**config.mk**
```make
export PLATFORM = sky130hd
export DESIGN_NAME = rcp_reset_ctrl
export DESIGN_NICKNAME = d
export VERILOG_FILES = /design/src/inc/rcp_pkg.sv /design/src/hw/rcp_reset_ctrl.sv
export VERILOG_INCLUDE_DIRS = /design/src /design/src/inc
export SDC_FILE = /design/constraint.sdc
export NUM_CORES = 1
export LEC_CHECK = 0
export BUFFER_PORTS_ARGS = -buffer_cell sky130_fd_sc_hd__buf_2
export CAP_MARGIN = 20
export CORE_MARGIN = 2
export CORE_UTILIZATION = 48
export CTS_CLUSTER_SIZE = 40
export DETAILED_ROUTE_END_ITERATION = 7
export PLACE_DENSITY = 0.82
export SETUP_SLACK_MARGIN = 0.1
export SYNTH_ARGS = -nofsm -noshare
export SYNTH_HDL_FRONTEND = slang
export SYNTH_SLANG_ARGS = --single-unit
```
**constraint.sdc**
```tcl
create_clock -name clk_sys -period 1.85 [get_ports clk_sys]
set_input_delay 0.185 -clock clk_sys [delete_from_list [all_inputs] [get_ports clk_sys]]
set_output_delay 0.185 -clock clk_sys [all_outputs]
set_load 0.01 [all_outputs]
```
**src/inc/rcp_map.svh**
```systemverilog
// register map and timing constants for reset cause and peripheral reset block
// Functional notes
// RULE_01 - read-only 32-bit part identification register holding the part number code
// RULE_02 - cause bit 7 set when core one-shot reset fires
// RULE_03 - cause bit 5 set on core system reset request
// RULE_04 - cause bit 4 set on brownout detector reset
// RULE_05 - cause bit 3 set on low-voltage reset
// RULE_06 - cause bit 2 set on watchdog reset
// RULE_07 - cause bit 1 set on external reset pin low
// RULE_08 - cause bit 0 set on power-on or whole-chip one-shot reset
// RULE_09 - writing one clears a cause flag, zero leaves it
// RULE_10 - core one-shot resets core and flash controller, self-clears after 2 cycles
// RULE_11 - chip one-shot resets core and peripherals, self-clears after 2 cycles
// RULE_12 - chip one-shot acts as power-on reset, reloading flash configuration
// RULE_13 - software unlocks protection before one-shot writes; locked writes ignored
// RULE_14 - set peripheral bit holds its controller in asynchronous reset until cleared
// RULE_15 - bits 27, 23, 20 reset usb, keyboard port, pulse width blocks
// RULE_16 - bits 17, 16 serial ports, 13, 12 sync serial, 9 two-wire
// RULE_17 - bits 5, 4, 3 reset timers 3, 2, 1; others reserved
// RULE_18 - bit 2 resets timer 0, bit 1 resets gpio
// RULE_19 - cause flags survive the resets they record until software clears them
// RULE_20 - reserved bits read zero and ignore writes
`ifndef RCP_MAP_SVH
`define RCP_MAP_SVH
`define RCP_OFS_PART_ID 8'h00
`define RCP_OFS_CAUSE 8'h04
`define RCP_OFS_CORE_CHIP 8'h08
`define RCP_OFS_PERIPH 8'h0c
`define RCP_BIT_CORE_ONESHOT 7
`define RCP_BIT_CORE_REQUEST 5
`define RCP_BIT_BROWNOUT 4
`define RCP_BIT_LOW_VOLTAGE 3
`define RCP_BIT_WATCHDOG 2
`define RCP_BIT_EXT_PIN 1
`define RCP_BIT_POWER_ON 0
`define RCP_CAUSE_MASK 32'h0000_00bf
`define RCP_CTL_MASK 32'h0000_0003
`define RCP_PERIPH_MASK 32'h0893_323e
`define RCP_BIT_CHIP 0
`define RCP_BIT_CORE 1
`define RCP_ONESHOT_CYCLES 2'h2
`define RCP_PERIPH_RESET 32'h0000_0000
`endif

```
**src/inc/rcp_pkg.sv**
```systemverilog
// types for reset cause and peripheral reset block
package rcp_pkg;
  typedef struct packed {
    logic por;
    logic ext_pin;
    logic watchdog;
    logic low_voltage;
    logic brownout;
    logic core_request;
  } rcp_cause_s;
  typedef struct packed {
    logic usb_device_block_reset;
    logic keyboard_port_block_reset;
    logic pulse_width_block_reset;
    logic serial_port1_block_reset;
    logic serial_port0_block_reset;
    logic sync_serial1_block_reset;
    logic sync_serial0_block_reset;
    logic two_wire_block_reset;
    logic timer_three_block_reset;
    logic timer_two_block_reset;
    logic timer_one_block_reset;
    logic timer_zero_block_reset;
    logic gpio_block_reset;
  } rcp_periph_s;
endpackage

```
**src/hw/rcp_reset_ctrl.sv**
```systemverilog
// reset cause flags, one-shot resets and peripheral reset bank
`timescale 1ns/100ps
`include "rcp_map.svh"
module rcp_reset_ctrl import rcp_pkg::*; #(
  parameter logic [31:0] PART_NUMBER = 32'h0000_0a5a
) (
  input wire logic clk_sys,
  input wire logic reset,
  input wire logic bus_sel,
  input wire logic bus_wr,
  input wire logic [7:0] bus_addr,
  input wire logic [31:0] bus_wdata,
  output logic [31:0] bus_rdata,
  input wire logic prot_unlocked,
  input wire rcp_cause_s cause_evt,
  output logic core_flash_reset,
  output logic chip_reset,
  output rcp_periph_s periph_reset
);
  // PART_NUMBER default is arbitrary
  logic [31:0] cause_r;
  logic [1:0] ctl_r;
  logic core_shot_r;
  logic chip_shot_r;
  logic [1:0] core_cnt_r;
  logic [1:0] chip_cnt_r;
  logic [31:0] periph_r;
  logic wr_cause;
  logic wr_ctl;
  logic wr_periph;
  rcp_cause_s evt_s1_r;
  rcp_cause_s evt_s2_r;
  logic [31:0] evt_bits;

  assign wr_cause = bus_sel && bus_wr && bus_addr == `RCP_OFS_CAUSE;
  assign wr_ctl = bus_sel && bus_wr && bus_addr == `RCP_OFS_CORE_CHIP;
  assign wr_periph = bus_sel && bus_wr && bus_addr == `RCP_OFS_PERIPH;
  // one-shot bits packed in register order, core at bit 1
  assign ctl_r = {core_shot_r, chip_shot_r};

  // cause events come from other domains
  always_ff @(posedge clk_sys) begin
    evt_s1_r <= cause_evt;
    evt_s2_r <= evt_s1_r;
  end

  always_comb begin
    evt_bits = 32'h0000_0000;
    // RULE_03 core request flag
    evt_bits[`RCP_BIT_CORE_REQUEST] = evt_s2_r.core_request;
    // RULE_04 brownout flag
    evt_bits[`RCP_BIT_BROWNOUT] = evt_s2_r.brownout;
    // RULE_05 low voltage flag
    evt_bits[`RCP_BIT_LOW_VOLTAGE] = evt_s2_r.low_voltage;
    // RULE_06 watchdog flag
    evt_bits[`RCP_BIT_WATCHDOG] = evt_s2_r.watchdog;
    // RULE_07 external pin flag
    evt_bits[`RCP_BIT_EXT_PIN] = evt_s2_r.ext_pin;
    // RULE_08 power-on or chip one-shot
    evt_bits[`RCP_BIT_POWER_ON] = evt_s2_r.por || ctl_r[`RCP_BIT_CHIP];
    // RULE_02 core one-shot flag
    evt_bits[`RCP_BIT_CORE_ONESHOT] = ctl_r[`RCP_BIT_CORE];
  end

  // RULE_19 flags not cleared by reset
  // RULE_09 write one clears, set wins
  always_ff @(posedge clk_sys) begin
    if (wr_cause) begin
      cause_r <= ((cause_r & ~bus_wdata) | evt_bits) & `RCP_CAUSE_MASK;
    end else begin
      cause_r <= (cause_r | evt_bits) & `RCP_CAUSE_MASK;
    end
  end

  // RULE_13 locked writes ignored
  // RULE_10 core one-shot self-clears after 2 cycles
  always_ff @(posedge clk_sys) begin
    if (reset) begin
      core_shot_r <= 1'b0;
      core_cnt_r <= 2'h0;
    end else if (wr_ctl && prot_unlocked && bus_wdata[`RCP_BIT_CORE] && !core_shot_r) begin
      core_shot_r <= 1'b1;
      core_cnt_r <= `RCP_ONESHOT_CYCLES;
    end else if (core_cnt_r != 2'h0) begin
      core_cnt_r <= core_cnt_r - 2'h1;
      core_shot_r <= core_cnt_r != 2'h1;
    end
  end

  // RULE_11 chip one-shot self-clears after 2 cycles
  always_ff @(posedge clk_sys) begin
    if (reset) begin
      chip_shot_r <= 1'b0;
      chip_cnt_r <= 2'h0;
    end else if (wr_ctl && prot_unlocked && bus_wdata[`RCP_BIT_CHIP] && !chip_shot_r) begin
      chip_shot_r <= 1'b1;
      chip_cnt_r <= `RCP_ONESHOT_CYCLES;
    end else if (chip_cnt_r != 2'h0) begin
      chip_cnt_r <= chip_cnt_r - 2'h1;
      chip_shot_r <= chip_cnt_r != 2'h1;
    end
  end

  // RULE_12 chip reset drives full reset
  always_ff @(posedge clk_sys) begin
    if (reset) begin
      core_flash_reset <= 1'b0;
      chip_reset <= 1'b0;
    end else begin
      core_flash_reset <= ctl_r[`RCP_BIT_CORE];
      chip_reset <= ctl_r[`RCP_BIT_CHIP];
    end
  end

  // RULE_20 reserved bits masked
  always_ff @(posedge clk_sys) begin
    if (reset) begin
      periph_r <= `RCP_PERIPH_RESET;
    end else if (wr_periph) begin
      periph_r <= bus_wdata & `RCP_PERIPH_MASK;
    end
  end

  // RULE_14 held until software clears
  always_ff @(posedge clk_sys) begin
    if (reset) begin
      periph_reset <= '0;
    end else begin
      // RULE_15 usb, keyboard, pulse width
      periph_reset.usb_device_block_reset <= periph_r[27];
      periph_reset.keyboard_port_block_reset <= periph_r[23];
      periph_reset.pulse_width_block_reset <= periph_r[20];
      // RULE_16 serial and two-wire
      periph_reset.serial_port1_block_reset <= periph_r[17];
      periph_reset.serial_port0_block_reset <= periph_r[16];
      periph_reset.sync_serial1_block_reset <= periph_r[13];
      periph_reset.sync_serial0_block_reset <= periph_r[12];
      periph_reset.two_wire_block_reset <= periph_r[9];
      // RULE_17 timers 3 to 1
      periph_reset.timer_three_block_reset <= periph_r[5];
      periph_reset.timer_two_block_reset <= periph_r[4];
      periph_reset.timer_one_block_reset <= periph_r[3];
      // RULE_18 timer 0 and gpio
      periph_reset.timer_zero_block_reset <= periph_r[2];
      periph_reset.gpio_block_reset <= periph_r[1];
    end
  end

  // RULE_01 part id read
  always_ff @(posedge clk_sys) begin
    if (reset) begin
      bus_rdata <= 32'h0000_0000;
    end else if (bus_sel && !bus_wr) begin
      unique case (bus_addr)
        `RCP_OFS_PART_ID: bus_rdata <= PART_NUMBER;
        `RCP_OFS_CAUSE: bus_rdata <= cause_r;
        `RCP_OFS_CORE_CHIP: bus_rdata <= {30'h0, ctl_r};
        `RCP_OFS_PERIPH: bus_rdata <= periph_r;
        default: bus_rdata <= 32'h0000_0000;
      endcase
    end
  end
endmodule

```
== Word level (Yosys, flattened, before mapping) ==
Index checks and enable logic that the tools add are counted.

* $mul: 0
* Equality and inequality tests: 5
* Shift-type cells: 0
* Order comparisons: 0
* Reduce and logical (&&, ||, !) cells: 21
* Add/sub/neg operators: 2
* Bitwise operators: 4
* Mux-type cells: 10
* Divide/modulo/power cells: 0

{| class="wikitable"
|+ Operators with widths
! kind !! number
|-
| $pmux W28 S4 || 1
|-
| $eq A8 B4 Y1 const B || 2
|-
| $or A8 B8 Y8 || 2
|-
| $logic_and A1 B1 Y1 || 10
|-
| $and A8 B8 Y8 || 1
|-
| $eq A8 B3 Y1 const B || 1
|-
| $logic_not A8 Y1 || 1
|-
| $mux W2 || 4
|-
| $mux W8 || 1
|-
| $not A8 Y8 || 1
|-
| $reduce_bool A2 Y1 || 4
|-
| $mux W1 || 4
|-
| $ne A2 B1 Y1 const B || 2
|-
| $reduce_or A2 Y1 || 2
|-
| $sub A2 B1 Y2 const B || 2
|-
| $logic_not A1 Y1 || 3
|-
| $logic_or A1 B1 Y1 || 1
|}

* Logic and storage cells: 78
* Bits in read-only memories: 0
* Output and inout bits: 47
* Memories: 0
* Input port bits: 51
* Register bits after elaboration: 86
* RAM bits: 0
* Bits in latches: 0

== Depth between registers and ports, before layout ==
Gate-level depths: netlist (run 1).

* Depth in word-level cells: 6
* Mapped depth: 5
* Gate-level depth less buffers: 3

== Worst setup path before layout (run 1) ==
OpenSTA, ideal clock, no wires.

* Path type: input port to flip-flop
* Start point: input bus_addr[1]
* End point: register periph_r[5]
* Cell stages on the path: 5
* Buffers on the path: 2
* Data arrival time: 1.395 ns
* Path slack: 0.332 ns
* Required time: 1.727 ns
* Path through: nor4_4 and4_1 buf_4 buf_12 mux2_1

* Longest elaborated chain between the ends: 2

{| class="wikitable"
|+ RTL lines
! element !! RTL line !! source
|-
| start, declared || rcp_reset_ctrl.sv:11 || <nowiki>input wire logic [7:0] bus_addr,</nowiki>
|-
| $eq A8 B4 Y1 || -- ||
|-
| $logic_and A1 B1 Y1 (no line) || -- ||
|-
| end signal, assigned || rcp_reset_ctrl.sv:118 || <nowiki>periph_r <= `RCP_PERIPH_RESET;</nowiki>
|-
| end signal, assigned || rcp_reset_ctrl.sv:120 || <nowiki>periph_r <= bus_wdata & `RCP_PERIPH_MASK;</nowiki>
|-
| end, declared || rcp_reset_ctrl.sv:27 || <nowiki>logic [31:0] periph_r;</nowiki>
|}

No other way between the ends.
A chain may end at the register's enable or synchronous reset.

== Final worst setup path (run 1) ==
* Start point: input bus_addr[1]
* End point: register bus_rdata[13]

* Longest elaborated chain between the ends: 2
* Elaborated cells between the ends (all ways): 5

{| class="wikitable"
|+ RTL lines
! element !! RTL line !! source
|-
| $eq A8 B4 Y1 (tied with other cells) || rcp_reset_ctrl.sv:154 || <nowiki>unique case (bus_addr)</nowiki>
|-
| $pmux W28 S4 (*) || rcp_reset_ctrl.sv:154 ||
|-
| end signal, assigned || rcp_reset_ctrl.sv:156 || <nowiki>`RCP_OFS_CAUSE: bus_rdata <= cause_r;</nowiki>
|-
| end signal, assigned || rcp_reset_ctrl.sv:157 || <nowiki>`RCP_OFS_CORE_CHIP: bus_rdata <= {30'h0, ctl_r};</nowiki>
|-
| end signal, assigned || rcp_reset_ctrl.sv:158 || <nowiki>`RCP_OFS_PERIPH: bus_rdata <= periph_r;</nowiki>
|-
| end, declared || rcp_reset_ctrl.sv:13 || <nowiki>output logic [31:0] bus_rdata,</nowiki>
|}

Mark *: on every way between the ends. The rest lies on a longest branch, timed or not.

==> results of run 1 <==
flip-flops by register name, summed over array words and instances, names as in the netlist:
| name | flops |
|---|---|
| evt_s1_r | 6 |
| evt_s2_r | 1 |
| core_cnt_r | 2 |
| core_flash_reset | 1 |
| chip_cnt_r | 2 |
| cause_r | 7 |
| evt_bits | 5 |
| chip_reset | 1 |
| core_shot_r | 1 |
| periph_reset | 13 |
| bus_rdata | 16 |
| periph_r | 13 |
| chip_shot_r | 1 |
metrics by stage:
stage	worst slack, ns	hold slack, ns
floorplan	0.332	0.213
global placement	0.203	0.287
detailed placement	0.178	0.289
CTS	0.544	0.0504
global route	0.384	0.0631
finish	0.533	0.0748
metal layers:
layer / vias to the layer above / part of all wire (%) / GRT usage [%] / wire length (um)
met5: - / 0 / 0 / 0
met3: 11 / 6.2 / 6.51 / 317
met4: 0 / 1.6 / 8.39 / 84
li1: 971 / - / - / -
met1: 892 / 45 / 23.9 / 2300
met2: 69 / 47 / 28.3 / 2420
worst min path at each step:
| stage | start | slack [ns] | end | cells after the start |
|---|---|---|---|---|
| 2_1_floorplan | cause_evt[0] | 0.21 | evt_s1_r[0] | 0 |
| 3_3_place_gp | cause_evt[0] | 0.29 | evt_s1_r[0] | 1 |
| 3_5_place_dp | cause_evt[1] | 0.29 | evt_s1_r[1] | 1 |
| 4_1_cts | bus_wdata[0] | 0.05 | chip_cnt_r[0] | 2 |
| 5_1_grt | bus_wdata[0] | 0.06 | chip_cnt_r[0] | 2 |
| 6_report | bus_wdata[1] | 0.07 | core_cnt_r[0] | 2 |
kinds of logic after synthesis:
logic type	count (synthesis)	synth area share, %
AOI/OAI and AO/OA	36	9.87
buffers and inverters	44	9.58
DFF	69	53.4
muxes	16	6.53
other	1	0.145
and+or+nand+nor	83	20.4
critical path, stage by stage:
cell	delay, ns
buf_2	0.11
nor4_4	0.29
buf_4	0.28
nand4_1	0.35
o31ai_1	0.35
power groups by stage:
stage / Combinational (mW) / Sequential (mW) / Clock (mW)
after global placement: 0.143 / 1.54 / 0
after CTS: 0.155 / 1.51 / 1.23
after global routing: 0.171 / 1.51 / 1.31
after detailed placement: 0.145 / 1.54 / 0
after floorplan: 0.108 / 1.54 / 0
final: 0.156 / 1.51 / 1.20
cell usage in the layout, fill, tap and decap left out, types with 2 or more instances in the layout:
cell type and instances:
a21o_1 6, mux2_1 2, buf_4 7, nand3b_1 12, nor2_1 5, dlygate4sd3_1 6, and3b_1 5, mux2_2 5
and3_1 2, o41ai_1 3, o31ai_1 8, a31oi_1 2, buf_2 65, nand2b_1 18, clkbuf_1 3, conb_1 15
dfxtp_1 69, o21ai_0 2, mux2i_1 9, inv_1 12, clkbuf_8 11, nor2b_1 12, nand2_1 11, nand4_1 13
a21oi_1 8, o2111ai_1 2, o2bb2ai_1 3
area by class of cell:
| cell class | count | area, um^2 | share of cell area [%] |
|---|---|---|---|
| clock inverters | 1 | 30.0 | 0.952 |
| flip-flops and latches | 69 | 1380 | 43.8 |
| repair buffers | 78 | 438 | 13.9 |
| inverters | 12 | 45.0 | 1.43 |
| clock buffers | 14 | 163 | 5.16 |
| multi-input cells | 150 | 1010 | 32.0 |
| well taps | 70 | 87.6 | 2.78 |
==> impl_metrics.yaml, run 1 <==
clock_network:
  clk_path_buf_depth: 2
  cts_hold_buf: 6
  cts-root-buf: "clkbuf_8"
  path_clk_slew_ns: 0.06
  cts_sinks: 69
  cts_tree: "done"
  post_cts_buffers: 0
  insertion_delay_ns: 0.34
  cts_made_buffers: 9
  htreeDepth: 3
  cts_resized: 0
floorplan:
  design.core.area_mm2: 0.00514
  die_w_um: 77.4
  rows: 26
  die_height_um: 77.4
  initial_core_util_pct: 50.3
  ios: 98
  die-area_mm2: 0.00599
yosys:
  synth_edf_count: 0
  yosysMostFrequentCell: "dfxtp_1"
  synth-async-reset-ratio_pct: 0
  ys.flop_type: "dfxtp_1"
  yosysWarnings: 0
  synth_top_area_share_pct: 53.4
  avgSynthCellArea_um2: 10.4
  synth_cells: 249
  ys_seq_area_share_pct: 53.4
  synthesis.area_mm2: 0.00258
  synthDistinctLibCells: 34
  synth_area_leaders: "dfxtp_1, buf_4, nand2b_1"
  yosys-top-cells-count: "dfxtp_1, nand2b_1, buf_4"
  yosys_register_bits: 69
  yosysTopAreaCell: "dfxtp_1"
power:
  pwr_density_cell_mw_per_mm2: 907
  ir_drop_v: 0.000618
  power.internal_mw: 2.26
  power_switching_uw: 597
  p_sw_share_pct: 20.9
  finalPower_mw: 2.86
  pwr-share-comb_pct: 5.5
  p_leak_nw: 1.42
  clockPowerShare_pct: 41.9
  p_seq_share_pct: 52.7
setup_path:
  r2r-start: "core_shot_r"
  reg2regPathDepth: 3
  crit_type: "primary input to flip-flop"
  worstPathMaxFanout: 18
  setup.worst_path.start: "bus_addr[1]"
  critPathCapture: "bus_rdata[13]"
  arrival_ns: 1.56
  start_kind: "primary input"
  end_kind: "flip-flop"
  critPathRequiredTime_ns: 2.09
  ff2ff_setup_slack_ns: 0.87
  r2r-end: "bus_rdata[1]"
placement:
  post_dp_cell_area_mm2: 0.00290
  hpwl_mm: 3.66
  gp_congestion: 0.756
  dpl.cell_count: 373
  io_buffers: 65
grt:
  antenna_found_initial: 0
  overflow: 0
  track_usage_pct: 18.6
  grt_start_max_net_pins: 29
  grt_pass1_wl_mm: 8.70
  grt_pass1_vias: 1863
finish:
  fill_cells: 458
  area_growth_pct: 22.0
  nets: 371
  n_antenna_cell: 0
  post-route-util_pct: 61.3
  layoutNonFillerInstCount: 394
  drive_above_1_share_pct: 27.8
  design_area_mm2: 0.00315
detailed_routing:
  drt_iter0_markers: 80
  avgRoutedWirePerCell_um: 13.0
  via_count: 1943
  drt_pass1_iterations: 4
  ant_nets: 0
  vias_per_cell: 4.93
  wirelength_mm: 5.12
  route.detailed.drc: 0
run_status:
  status: "finished clean"
timing:
  slew_headroom_pct: 66.3
  rsz0062_at_grt: "no"
  min_period_ns: 1.32
  period_share_pct: 71.2
  fin_tns_setup_ns: 0
  worst_pin_slew_ns: 0.506
  timing_hold_violations_final: 0
  fmax_mhz: 759
  setup_viol: 0
  clock_skew_ns: 0.00588
  report.final.slew_viol_count: 0
job:
  maxCapViolCount: 0
worst_hold_path:
  hp-class: "primary input to flip-flop"
Note: power is estimated with default switching activity, not from simulation.
==> inputs of run 2 (changes only) <==
--- a/config.mk
+++ b/config.mk
@@ -9,10 +9,10 @@
 export BUFFER_PORTS_ARGS = -buffer_cell sky130_fd_sc_hd__buf_2
 export CAP_MARGIN = 20
 export CORE_MARGIN = 2
-export CORE_UTILIZATION = 48
+export CORE_UTILIZATION = 43
 export CTS_CLUSTER_SIZE = 40
 export DETAILED_ROUTE_END_ITERATION = 7
-export PLACE_DENSITY = 0.82
+export PLACE_DENSITY = 0.78
 export SETUP_SLACK_MARGIN = 0.1
 export SYNTH_ARGS = -nofsm -noshare
 export SYNTH_HDL_FRONTEND = slang
==> constraint.sdc (replaced) <==
create_clock -name clk_sys -period 1.1 [get_ports clk_sys]
set_input_delay 0.11 -clock clk_sys [delete_from_list [all_inputs] [get_ports clk_sys]]
set_output_delay 0.11 -clock clk_sys [all_outputs]
set_load 0.01 [all_outputs]
==> impl_metrics.yaml, run 2 (synthesized netlist as in run 1, its figures left out) <==
run_status:
  status: "finished clean"
power:
  pwr_density_cell_mw_per_mm2: 1380
  ir_drop_v: 0.000810
  p_leak_nw: 1.54
grt:
  grt_pass1_vias: 1899
  overflow: 0
  antenna_found_initial: 0
  track_usage_pct: 16.9
  grt_pass1_wl_mm: 8.43
  grt_start_max_net_pins: 34
setup_path:
  arrival_ns: 1.25
  start_kind: "primary input"
  path_common_cell: "buf_6"
  path_cells: "buf_6 -> nor4_4 -> and4_1 -> buf_6 -> mux2_4"
  crit_family: "simple AND/OR/NAND/NOR gates"
  crit_type: "primary input to flip-flop"
  critical_path_buf_inv_count: 2
  end_kind: "flip-flop"
  max_stage_delay_ns: 0.33
  critPathRequiredTime_ns: 1.33
  cpMaxStageDelayCell: "nor4_4"
  worstPathMaxFanout: 7
finish:
  n_antenna_cell: 0
  post-route-util_pct: 58.0
  area_growth_pct: 31.2
  top_regs: "bus_rdata x16, periph_r x13, periph_reset x13"
  mostFrequentLayoutCell: "dfxtp_1"
  drive_above_1_share_pct: 32.8
  final_cell_mix: "dfxtp_1, buf_2, nand2b_1, conb_1, buf_4"
  nets: 387
  largest_register: "bus_rdata"
  largest_reg_flops: 16
floorplan:
  die_height_um: 81.5
  ios: 98
  design.core.area_mm2: 0.00585
  rows: 28
  die-area_mm2: 0.00665
  die_w_um: 81.5
  initial_core_util_pct: 44.2
timing:
  setup_viol: 0
  fin_ws_ns: 0.0746
  clock_skew_ns: 0.00585
  report.final.slew_viol_count: 0
  period_share_pct: 93.2
  timing_hold_violations_final: 0
  fmax_mhz: 975
  rsz0062_at_grt: "yes"
  min_period_ns: 1.03
detailed_routing:
  route.detailed.drc: 0
  drt_pass1_iterations: 4
  drt_iter0_markers: 64
  avgRoutedWirePerCell_um: 12.7
  via_count: 1999
  vias_per_cell: 4.81
  wirelength_mm: 5.30
  ant_nets: 0
placement:
  gp_congestion: 0.779
  hpwl_mm: 3.70
  preCtsSetupSlack_ns: -0.328
  io_buffers: 65
clock_network:
  path_clk_slew_ns: 0.07
  cts-root-buf: "clkbuf_8"
  cts_tree: "done"
  cts_sinks: 69
  insertion_delay_ns: 0.34
  clk_path_buf_depth: 2
  htreeDepth: 3
  cts_made_buffers: 9
job:
  maxCapViolCount: 0
worst_hold_path:
  hp-class: "primary input to flip-flop"
==> run 2: cell count changes in the layout (fill, tap and decap cells not counted), sizes merged <==
cell	previous run	this run
clkbuf	14	15
clkinv	0	1
buf	72	86
dlygate4sd3	6	8
bufinv	1	0
==> run 2: routing by layer <==
metal	GRT usage [%]	share of wire [%]	vias to the layer above
li1	-	-	1007
met1	20.5	44	914
met2	26.1	47	64
met3	4.95	6.6	14
met4	11.0	2.5	0
met5	0	0	-
==> run 2: repair_timing <==
item                                    4_1_cts  5_1_grt
hold endpoints to repair                      8        0
setup buffers                                 2        0
endpoints found under the setup margin       17       19
hold buffers                                  8        0
pin swaps                                     2        5
resized for setup                             9        7
==> run 2: report_power, final <==
| part | internal [mW] | total, mW | leakage (nW) | switching (mW) |
|---|---|---|---|---|
| logic | 0.166 | 0.325 | 0.893 | 0.159 |
| registers | 2.53 | 2.53 | 0.561 | 0.00711 |
| clock network | 0.942 | 1.81 | 0.0877 | 0.866 |
| total | 3.63 | 4.67 | 1.54 | 1.03 |
==> run 2: layout make-up <==
| type | instances | area [um^2] |
|---|---|---|
| clock buffer | 15 | 166 |
| clock inverter | 1 | 5.00 |
| inverter | 12 | 45.0 |
| timing repair buffer | 94 | 634 |
| sequential | 69 | 1380 |
| fill | 511 | 2460 |
| tap | 75 | 93.8 |
| multi-input combinational | 150 | 1060 |
==> run 2: final timing paths <==
check,from,endpoint,slack (ns),cells past startpoint
max,bus_addr[0],periph_r[3],0.07,5
min,bus_wdata[20],periph_r[20],0.03,3
max reg2reg,periph_r[1],bus_rdata[1],0.12,3
min reg2reg,evt_s1_r[2],evt_bits[3],0.33,0
==> run 2: metrics by stage <==
step / cells / power (mW) / setup TNS [ns] / hold slack (ns) / instance area (um^2)
floorplan: 263 / 2.77 / -2.82 / 0.138 / 2670
global placement: 390 / 2.87 / -7.65 / 0.212 / 3040
detailed placement: 390 / 2.87 / -8.34 / 0.214 / 3040
CTS: 416 / 4.70 / 0 / 0.0225 / 3360
global route: 416 / 4.84 / 0 / 0.0322 / 3390
finish: 416 / 4.67 / 0 / 0.0306 / 3390
==> run 2: tightest hold or removal path: cells and delay by family <==
kind          cells  cell delay, ns
mux               1            0.06
simple gates      1            0.06
buf+inv           1            0.10
